### config.mk
export PLATFORM = sky130hd
export DESIGN_NAME = lei_top
export DESIGN_NICKNAME = d
export VERILOG_FILES = /design/src/hw/lei_pkg.sv /design/src/hw/lei_top.sv
export SDC_FILE = /design/constraint.sdc
export NUM_CORES = 1
export LEC_CHECK = 0
export BUFFER_PORTS_ARGS = -buffer_cell sky130_fd_sc_hd__buf_2
export CAP_MARGIN = 10
export CELL_PAD_IN_SITES_DETAIL_PLACEMENT = 1
export CELL_PAD_IN_SITES_GLOBAL_PLACEMENT = 2
export CORE_UTILIZATION = 39
export DETAILED_ROUTE_END_ITERATION = 8
export GPL_ROUTABILITY_DRIVEN = 0
export GPL_TIMING_DRIVEN = 0
export PLACE_DENSITY = 0.9
export REMOVE_ABC_BUFFERS = 1
export SYNTH_ARGS = -nofsm -noshare
export SYNTH_HDL_FRONTEND = slang
export SYNTH_SLANG_ARGS = --single-unit
export TNS_END_PERCENT = 10
### constraint.sdc
create_clock -name core_clk_i -period 6.4 [get_ports core_clk_i]
set_input_delay 0.32 -clock core_clk_i [delete_from_list [all_inputs] [get_ports core_clk_i]]
set_output_delay 0.32 -clock core_clk_i [all_outputs]
set_load 0.05 [all_outputs]
### src/hw/lei_pkg.sv
// constants, register map and carrier types for the line edge interrupt block
// assumes a single 25 MHz core clock and a plain strobe register port
package lei_pkg;

  // geometry
  localparam int unsigned LEI_LINES = 16;
  localparam int unsigned LEI_ADDR_W = 12;
  localparam int unsigned LEI_DATA_W = 32;
  localparam int unsigned LEI_RISE_LSB = 0;
  localparam int unsigned LEI_FALL_LSB = 16;
  localparam int unsigned LEI_GLOBAL_EN_BIT = 0;

  // register byte offsets
  localparam logic [11:0] LEI_OFS_ENABLE = 12'h114;
  localparam logic [11:0] LEI_OFS_PENDING = 12'h118;
  localparam logic [11:0] LEI_OFS_CTRL = 12'h11c;

  // reset values
  localparam logic [31:0] LEI_ENABLE_RST = 32'h0000_0000;
  localparam logic [31:0] LEI_PENDING_RST = 32'h0000_0000;
  localparam logic [31:0] LEI_RDATA_IDLE = 32'h0000_0000;
  localparam logic [15:0] LEI_LINE_RST = 16'h0000;
  localparam logic LEI_CTRL_RST = 1'b0;

  // register selected by the current access
  typedef enum logic [1:0] {
    LEI_SEL_NONE,
    LEI_SEL_ENABLE,
    LEI_SEL_PENDING,
    LEI_SEL_CTRL
  } lei_sel_t;

  // one register port access
  typedef struct packed {
    logic [11:0] addr;
    logic [31:0] wdata;
    logic we;
    logic re;
  } lei_bus_req_t;

  // all state of the block
  typedef struct packed {
    logic [31:0] enable;
    logic [31:0] pending;
    logic global_irq_enable;
    logic [15:0] line_prev;
    logic primed;
    logic [31:0] rdata;
  } lei_state_t;

endpackage

### src/hw/lei_top.sv
// edge-triggered interrupt logic for sixteen debounced ttl lines
// assumes debounced line state synchronous to core_clk_i and a
// register master that never strobes read and write together
// register port: strobes one cycle long, read data one cycle later
//
// The plain strobed port was decided locally.
`timescale 1ns/1ps

module lei_top (
  input wire logic core_clk_i,
  input wire logic rst_i,
  input wire lei_pkg::lei_bus_req_t bus_i,
  input wire logic [15:0] line_state_i,
  output logic [31:0] rdata_o,
  output logic irq_o
);

  import lei_pkg::*;

  // the whole block state, registered once per clock
  lei_state_t st_q;
  lei_state_t st_d;

  // decode and edge terms shared by the next-state logic and the checks
  lei_sel_t sel;
  logic [15:0] rise_ev;
  logic [15:0] fall_ev;
  logic [31:0] set_vec;
  logic [31:0] clr_vec;
  logic [31:0] read_val;
  logic irq_any;

  // address decode; unmapped offsets select nothing
  // full 12-bit compare, so aliases of the offsets stay unmapped
  always_comb begin
    unique case (bus_i.addr)
      LEI_OFS_ENABLE: begin
        sel = LEI_SEL_ENABLE;
      end
      LEI_OFS_PENDING: begin
        sel = LEI_SEL_PENDING;
      end
      LEI_OFS_CTRL: begin
        sel = LEI_SEL_CTRL;
      end
      default: begin
        sel = LEI_SEL_NONE;
      end
    endcase
  end

  // transitions of the debounced state, whatever the line direction
  // the first cycle after reset only samples, so a line that is
  // already high at release does not fake a rising edge
  // a pulse shorter than one clock is lost; the debouncer upstream makes that moot
  always_comb begin
    rise_ev = '0;
    fall_ev = '0;
    if (st_q.primed) begin
      rise_ev = line_state_i & ~st_q.line_prev;
      fall_ev = ~line_state_i & st_q.line_prev;
    end
  end

  // pending set terms, each gated by its own arming bit
  always_comb begin
    set_vec = '0;
    set_vec[LEI_FALL_LSB +: LEI_LINES] =
      fall_ev & st_q.enable[LEI_FALL_LSB +: LEI_LINES];
    set_vec[LEI_RISE_LSB +: LEI_LINES] =
      rise_ev & st_q.enable[LEI_RISE_LSB +: LEI_LINES];
  end

  // write-one-to-clear on the pending register; zeros are ignored
  // whole-word writes only; there are no byte lanes
  always_comb begin
    clr_vec = '0;
    if (bus_i.we && sel == LEI_SEL_PENDING) begin
      clr_vec = bus_i.wdata;
    end
  end

  // read multiplexer; unmapped and reserved bits read as zero
  // a read has no side effect, so polling the status is safe
  always_comb begin
    read_val = LEI_RDATA_IDLE;
    unique case (sel)
      LEI_SEL_ENABLE: begin
        read_val = st_q.enable;
      end
      LEI_SEL_PENDING: begin
        read_val = st_q.pending;
      end
      LEI_SEL_CTRL: begin
        read_val[LEI_GLOBAL_EN_BIT] = st_q.global_irq_enable;
      end
      LEI_SEL_NONE: begin
        read_val = LEI_RDATA_IDLE;
      end
    endcase
  end

  // next state of the whole block
  always_comb begin
    st_d = st_q;
    st_d.line_prev = line_state_i;
    st_d.primed = 1'b1;
    // a set in the same cycle as its clear wins, so no edge is lost
    st_d.pending = (st_q.pending & ~clr_vec) | set_vec;
    // software writes take effect at the strobe edge; no wait state
    if (bus_i.we && sel == LEI_SEL_ENABLE) begin
      st_d.enable = bus_i.wdata;
    end
    if (bus_i.we && sel == LEI_SEL_CTRL) begin
      st_d.global_irq_enable = bus_i.wdata[LEI_GLOBAL_EN_BIT];
    end
    // read data stands only in the cycle after the strobe
    st_d.rdata = LEI_RDATA_IDLE;
    if (bus_i.re) begin
      st_d.rdata = read_val;
    end
  end

  // state register
  // async reset so the interrupt output is quiet before the first clock
  always_ff @(posedge core_clk_i or posedge rst_i) begin
    if (rst_i) begin
      st_q.enable <= LEI_ENABLE_RST;
      st_q.pending <= LEI_PENDING_RST;
      st_q.global_irq_enable <= LEI_CTRL_RST;
      st_q.line_prev <= LEI_LINE_RST;
      st_q.primed <= 1'b0;
      st_q.rdata <= LEI_RDATA_IDLE;
    end else begin
      st_q <= st_d;
    end
  end

  // level interrupt; disarming a line masks its stale pending bit
  // as well, which lets software mute a line without losing its status
  assign irq_any = |(st_q.pending & st_q.enable);
  assign irq_o = st_q.global_irq_enable & irq_any;
  assign rdata_o = st_q.rdata;

  // per-line edge to pending relation
  for (genvar n = 0; n < LEI_LINES; n++) begin : g_line_chk

  end
endmodule

**Word-level counts from Yosys, hierarchy flattened**

Index checks and enable logic that the tools add are counted.
W data, S select, Z words.

- Eq/ne operators: 6
- Mux-type cells: 7
- Bitwise operators: 11
- Reduce and logical (&&, ||, !) cells: 5

Operators by type and width:

| operator | count |
|---|---|
| $and A16 B16 Y16 | 4 |
| $and A32 B32 Y32 | 2 |
| $mux W32 | 2 |
| $pmux W31 S2 | 1 |
| $eq A12 B9 Y1 const B | 3 |
| $mux W16 | 2 |
| $not A16 Y16 | 2 |
| $not A32 Y32 | 1 |
| $or A32 B32 Y32 | 1 |
| $reduce_or A32 Y1 | 1 |
| $pmux W2 S3 | 1 |
| $eq A2 B2 Y1 const B | 2 |
| $pmux W1 S4 | 1 |
| $logic_and A1 B1 Y1 | 3 |
| $eq A2 B1 Y1 const B | 1 |
| $logic_not A2 Y1 | 1 |
| $and A1 B1 Y1 | 1 |

- Register bits: 114
- Input bits: 64
- Word-level logic and storage cells: 35

**Longest topological paths before layout**

Gate-level depths: netlist of run 1.

- Depth after elaboration: 8
- Gate-level depth with buffers: 10
- Depth with buffers taken out: 7

**Worst setup path after synthesis of run 1**

No wires, ideal clock.

- Path kind: input-to-reg
- Start point: input port bus_i[41] (netlist bit)
- End point: register st_q[51] (netlist bit)
- Setup time: 0.122 ns
- Data arrival time: 2.344 ns
- Data required time: 6.278 ns
- Setup slack: 3.934 ns
- Stages on the path: 10
- Buffers on the path: 3
- Cell sequence: or4b_1 nor4_4 and2_1 ha_1 clkbuf_1 and2_1 clkbuf_1 buf_2 nand2_1 a32o_1

RTL lines:

| element | line | RTL |
|---|---|---|
| start, declared | lei_top.sv:12 | `input wire lei_pkg::lei_bus_req_t bus_i,` |
| end signal, assigned | lei_top.sv:135 | `st_q <= st_d;` |
| end, declared | lei_top.sv:21 | `lei_state_t st_q;` |

**Final worst setup path of run 1**

- Start point: input port bus_i[41] (netlist bit)
- End point: register st_q[90] (netlist bit)

- Longest elaborated chain between the ends: 4
- Elaborated cells on any way between the ends: 6
- Those cells by class: 4 x eq/ne; 1 x mux; 1 x reduce/logical

RTL lines:

| element | line | RTL |
|---|---|---|
| $eq A12 B9 Y1 | lei_top.sv:36 | `unique case (bus_i.addr)` |
| $pmux W2 S3 (*) | lei_top.sv:36 |  |
| $eq A2 B1 Y1 (*) | lei_top.sv:111 | `if (bus_i.we && sel == LEI_SEL_ENABLE) begin` |
| $logic_and A1 B1 Y1 (*) | lei_top.sv:111 |  |

Every way passes the cells marked *; elsewhere a longest branch is shown, timed or not.
A chain may end at the register's enable or synchronous reset.

==> results of run 1 <==
flip-flops by register name (all words and copies together) (netlist names):
name / count
rdata_o: 32
st_q: 82
power breakdown:
part / internal, mW / switching [mW]
clock network: 0.543 / 0.306
logic: 0.0289 / 0.0362
registers: 0.735 / 0.0111
layout make-up:
type | count | area [µm²] | area share, %
sequential | 114 | 2853 | 48.51
multi-input combinational | 232 | 1682 | 28.60
inverter | 1 | 6.256 | 0.1064
clock buffer | 28 | 516.7 | 8.787
timing repair buffer | 100 | 590.6 | 10.04
tap | 168 | 210.2 | 3.574
clock inverter | 4 | 22.52 | 0.3830
metal layers:
metal	part of all wire [%]	vias up
met4	1.8	0
met5	0	-
met1	42	1730
met2	51	102
met3	4.6	19
li1	-	1549
logic make-up after synthesis:
logic type      synth area share [%]
simple gates                   11.39
fa+ha+maj                      1.031
mux                            7.655
flops                          58.76
compound gates                 14.36
buf+inv                        6.727
other cells                  0.07725
cells in the mapped netlist:
library cell	n	area share, %
a22oi_1	48	7.4
a32o_1	32	6.6
and2_1	4	0.52
buf_2	6	0.62
buf_4	32	4.9
clkbuf_1	14	1.1
conb_1	1	0.077
dfrtp_1	114	59
ha_1	4	1.0
inv_1	1	0.077
mux2_2	33	7.7
nand2_1	37	2.9
nand2b_1	1	0.13
nand4_1	4	0.52
nor2_1	31	2.4
nor2b_1	32	4.1
nor4_4	1	0.44
o21ai_0	1	0.10
o41a_1	1	0.23
or4b_1	2	0.41
worst max-delay path: stages:
cell and delay, ps:
buf_2 90, or4b_1 560, nor4_4 280, and2_1 230
ha_1 690, buf_16 240, nand2_2 520, mux2_2 500
metrics by stage:
step                      utilization, %  setup slack [ps]  hold slack, ps
after detailed placement           44.28              2724           433.8
after floorplan                        -              3003           351.4
after global placement             43.30              1540           452.8
after CTS                          48.76              3194           1.026
after global routing               48.76              3024           20.59
final                              48.76              3228          -10.77
worst max path at each step:
| stage | slack [ps] | start | cells after the start | to |
|---|---|---|---|---|
| 2_1_floorplan | 3000 | bus_i[41] | 6 | st_q[100] |
| 3_3_place_gp | 1540 | bus_i[41] | 7 | st_q[107] |
| 3_5_place_dp | 2720 | bus_i[41] | 8 | st_q[113] |
| 4_1_cts | 3190 | bus_i[41] | 8 | st_q[90] |
| 5_1_grt | 3020 | bus_i[41] | 8 | st_q[85] |
| 6_report | 3230 | bus_i[41] | 8 | st_q[90] |
==> run summary, run 1 <==
Synthesized area per cell -> 12.17 µm²
CP startpoint kind -> input pin
Setup tns final -> 0 ps
Yosys warns -> 0
# Post-CTS Setup Buffers -> 0
RSZ-0062 raised after global routing -> no
Worst vdd ir -> 0.1522 mV
Grt ovf -> 0
RR Startpoint -> st_q[32]
CP Class -> input pin to flop
Failing checks -> hold timing
Overall routed net length -> 11890 µm
Hold bufs inserted after CTS -> 0
Hold WC Path Type -> input pin to asynchronous set/reset pin
Critical Path RT -> 6690 ps
Post-CTS sizing -> 0
Layout cells sized above 1 -> 34.24%
Syn Inst Count -> 399
Met2 Use GR -> 34.27%
Grt met1 use -> 24.85%
Via density -> 5.255
Clk root buf -> clkbuf_16
Synthesized area -> 4855 µm²
Gr usage total -> 20.40%
Grt peak-use layer -> met2
Worst flop-to-flop path endpoint -> st_q[76]
Htree depth -> 4
Starting Density -> 40.25%
Die Ht -> 113.6 µm
Total CTS buffers -> 17
CTS clock-pin slew for the worst setup and hold paths -> 50 ps
First-pass GRT wire length -> 19480 µm
# clock sinks -> 114
Slew margin rel. -> 39.33%
Final worst path period need -> 3172 ps
DRC viols -> 0
Placed cell area -> 5341 µm²
WHS -> -10.77 ps
Clock tree buffer depth -> 2
Worst-Margin Slew -> 906.8 ps
P&R area growth vs syn -> 21.13%
Routed vias -> 3400
Final non-filler cell total -> 647
Clock Skews -> 7.622 ps
Crit path DAT -> 3460 ps
Reg2Reg Depth -> 2
Wire length per cell -> 18.38 µm
FMAX -> 0.3153 GHz
NumNets Final -> 534
Post-DP HPWL -> 7767 µm
Drt pass-1 iters -> 5
Buffers on Ports -> 96
Initial antenna violation count -> 0
Final Hold Fails -> 11
Finished Cell Area -> 5881 µm²
Fillers -> 1280
Commonest non-fill, non-tap cell in the layout -> dfrtp_1
Row cnt -> 40
Ports -> 97
Initial DRC count -> 142
Final Max Tran Viols -> 0
Vias in the first global route -> 3746
Most frequent cells in the layout -> 114 x dfrtp_1, 96 x buf_2, 48 x a22oi_1, 36 x nand2_1, 33 x mux2_2
Outcome -> complete, but fails checks
Pleak -> 2.743 nW
N_diodes -> 0
Largest net degree at the start of global routing -> 71
Met3 global-route usage -> 5.473%
Die X -> 113.6 µm
Post-route ant nets -> 0
Max-cap viol count -> 0
Seq cells post-synth -> 114
Die area -> 12900 µm²
Overall Power -> 1.661 mW
R2r setup slk -> 5160 ps
Sequential element share of the synthesized area -> 58.76%
Core area -> 12060 µm²
Post-synth cell types -> 20
Worst-skew pair later-pin latency -> 410 ps
Power density cells -> 282.4 nW/µm²
CP Max Fanout -> 32
CTS tree -> built
CP Capture Type -> flop
Final setup fails -> 0
Final worst path period share -> 49.56%
Inst Count DP -> 615
(Power assumes the default switching activity.)
==> run 2, diff against run 1 <==
--- a/config.mk
+++ b/config.mk
@@ -9,11 +9,11 @@
 export CAP_MARGIN = 10
 export CELL_PAD_IN_SITES_DETAIL_PLACEMENT = 1
 export CELL_PAD_IN_SITES_GLOBAL_PLACEMENT = 2
-export CORE_UTILIZATION = 39
+export CORE_UTILIZATION = 33
 export DETAILED_ROUTE_END_ITERATION = 8
 export GPL_ROUTABILITY_DRIVEN = 0
 export GPL_TIMING_DRIVEN = 0
-export PLACE_DENSITY = 0.9
+export PLACE_DENSITY = 0.81
 export REMOVE_ABC_BUFFERS = 1
 export SYNTH_ARGS = -nofsm -noshare
 export SYNTH_HDL_FRONTEND = slang
==> constraint.sdc (replaced) <==
create_clock -name core_clk_i -period 2.7 [get_ports core_clk_i]
set_input_delay 0.135 -clock core_clk_i [delete_from_list [all_inputs] [get_ports core_clk_i]]
set_output_delay 0.135 -clock core_clk_i [all_outputs]
set_load 0.05 [all_outputs]
==> run 2 against run 1 <==
  * The run now ends clean
  * Worst setup slack worse by 2900 ps
  * Sequential share of layout area down 4.4 points
  * First-iteration DRC count is 66% higher
  * Count of clock-buffer cells in the layout down 6
  * Global-route usage decreased by 2.0 points
  * Non-clock buffer count increased by 48
  * Hold slack improved by 110 ps
  * Critical path depth fell by 1
  * Critical path type unchanged
  * Largest cell class unchanged
==> run summary, run 2 (synthesis results as in run 1) <==
Inst Count DP -> 625
Core area -> 14100 µm²
Vias in the first global route -> 3919
Gr usage total -> 18.44%
Crit path DAT -> 2700 ps
Total CTS buffers -> 17
NumNets Final -> 582
CP Max Fanout -> 32
Initial DRC count -> 236
Clk root buf -> clkbuf_16
Buffers on Ports -> 96
Row cnt -> 43
Final setup fails -> 0
Max-cap viol count -> 0
Initial antenna violation count -> 0
Critical-path cell list -> buf_2 -> or4b_1 -> nor4_4 -> and2_1 -> ha_4 -> nand2_4 -> mux2_2
Clock tree buffer depth -> 2
N_diodes -> 0
Commonest non-fill, non-tap cell in the layout -> dfrtp_1
Post-route ant nets -> 0
# clock sinks -> 114
First-pass GRT wire length -> 20480 µm
CP startpoint kind -> input pin
Via density -> 5.047
Grt ovf -> 0
Fin util -> 45.85%
Most frequent cells in the layout -> 114 x dfrtp_1, 96 x buf_2, 50 x dlygate4sd3_1, 48 x a22oi_1, 36 x nand2_1
Die X -> 123.3 µm
CP Class -> input pin to flop
RSZ-0062 raised after global routing -> no
P&R area growth vs syn -> 33.12%
Final non-filler cell total -> 707
Ports -> 97
CP Capture Type -> flop
Layout cells sized above 1 -> 31.88%
Die Ht -> 123.3 µm
Family with the most delay on the worst path -> simple AND/OR/NAND/NOR gates
Buf+Inv Stages, Crit Path -> 1
Final worst path period need -> 2407 ps
Die area -> 15200 µm²
Final Hold Fails -> 0
Worst-skew pair later-pin latency -> 430 ps
Critical Path Max Stage Delay -> 570 ps
Slew margin rel. -> 45.56%
Overall routed net length -> 12710 µm
Htree depth -> 4
Pleak -> 2.981 nW
Drt pass-1 iters -> 4
Power density cells -> 675.5 nW/µm²
Post-DP HPWL -> 7799 µm
CTS tree -> built
# Post-CTS Setup Buffers -> 0
FMAX -> 0.4155 GHz
Critical Path RT -> 3000 ps
Hold WC Path Type -> input pin to flop
Number of flip-flops under the largest register name -> 82
Final worst path period share -> 89.13%
Clock Skews -> 19.08 ps
Most flop-heavy register -> st_q
Routed vias -> 3568
Outcome -> finished clean
Wire length per cell -> 17.97 µm
CTS clock-pin slew for the worst setup and hold paths -> 60 ps
Largest net degree at the start of global routing -> 64
Slowest cell on crit path -> or4b_1
Worst vdd ir -> 0.3906 mV
Worst Slack Setup Final -> 293.4 ps
Starting Density -> 34.44%
Dpl ws -> -825.4 ps
DRC viols -> 0
Worst-Margin Slew -> 816.7 ps
Final Max Tran Viols -> 0
==> run 2: cell types whose count changed in the layout (fill, tap and decap cells not counted), sizes merged <==
cell and change:
buf -2, bufinv +4, clkbuf -6, clkinv +1, clkinvlp +1, dlygate4sd3 +50
==> run 2: timing repair <==
item / in CTS / in global routing
gates resized for setup: 3 / 1
pin swaps: 0 / 0
endpoints found under the hold margin: 103 / 0
hold buffers: 50 / 0
setup endpoints to repair: 64 / 32
==> run 2: power breakdown <==
part	switching (mW)	leakage, nW	internal [mW]
Sequential	0.0278	1.55	1.74
Clock	0.779	0.306	1.61
Combinational	0.0943	1.12	0.116
Total	0.901	2.98	3.46
==> run 2: cell type report <==
class / count / area [µm²]
sequential: 114 / 2853
tap: 180 / 225.2
inverter: 1 / 6.256
clock inverter: 10 / 155.1
fill: 1521 / 7634
multi-input combinational: 232 / 1713
clock buffer: 22 / 474.2
timing repair buffer: 148 / 1036
==> run 2: worst paths after layout <==
path	startpoint	to	slack [ps]	cells past startpoint
setup / recovery	bus_i[41]	st_q[93]	290	7
hold / removal	bus_i[1]	st_q[49]	100	3
setup reg to reg	st_q[32]	st_q[54]	1340	2
hold reg to reg	st_q[67]	st_q[67]	530	1
max in group asynchronous	rst_i	st_q[73]	1580	4
min in group asynchronous	rst_i	rdata_o[26]	360	3
==> run 2: metrics by stage <==
stage | total power [mW] | cell area [µm²] | TNS [ps] | hold slack [ps]
floorplan | 1.852 | 4532 | -75820 | 166.4
global placement | 1.936 | 5238 | -326120 | 270.0
detailed placement | 1.955 | 5306 | -48050 | 271.4
global route | 4.515 | 6462 | 0 | 105.8
CTS | 4.412 | 6452 | 0 | 83.47
finish | 4.365 | 6462 | 0 | 97.33
==> run 2: worst reg2reg max path, delay by kind of cell (launching register included) <==
kind	cells	cell delay (ps)
DFF	1	680
buffers and inverters	1	310
AOI/OAI and AO/OA	1	270
==> run 2: metal layers <==
layer / wire (µm) / vias to the layer above / global-route usage [%]
met3: 583 / 15 / 5.351
met5: 0 / - / 0
met2: 6234 / 97 / 30.20
li1: - / 1642 / -
met1: 5723 / 1814 / 22.92
met4: 167 / 0 / 7.078
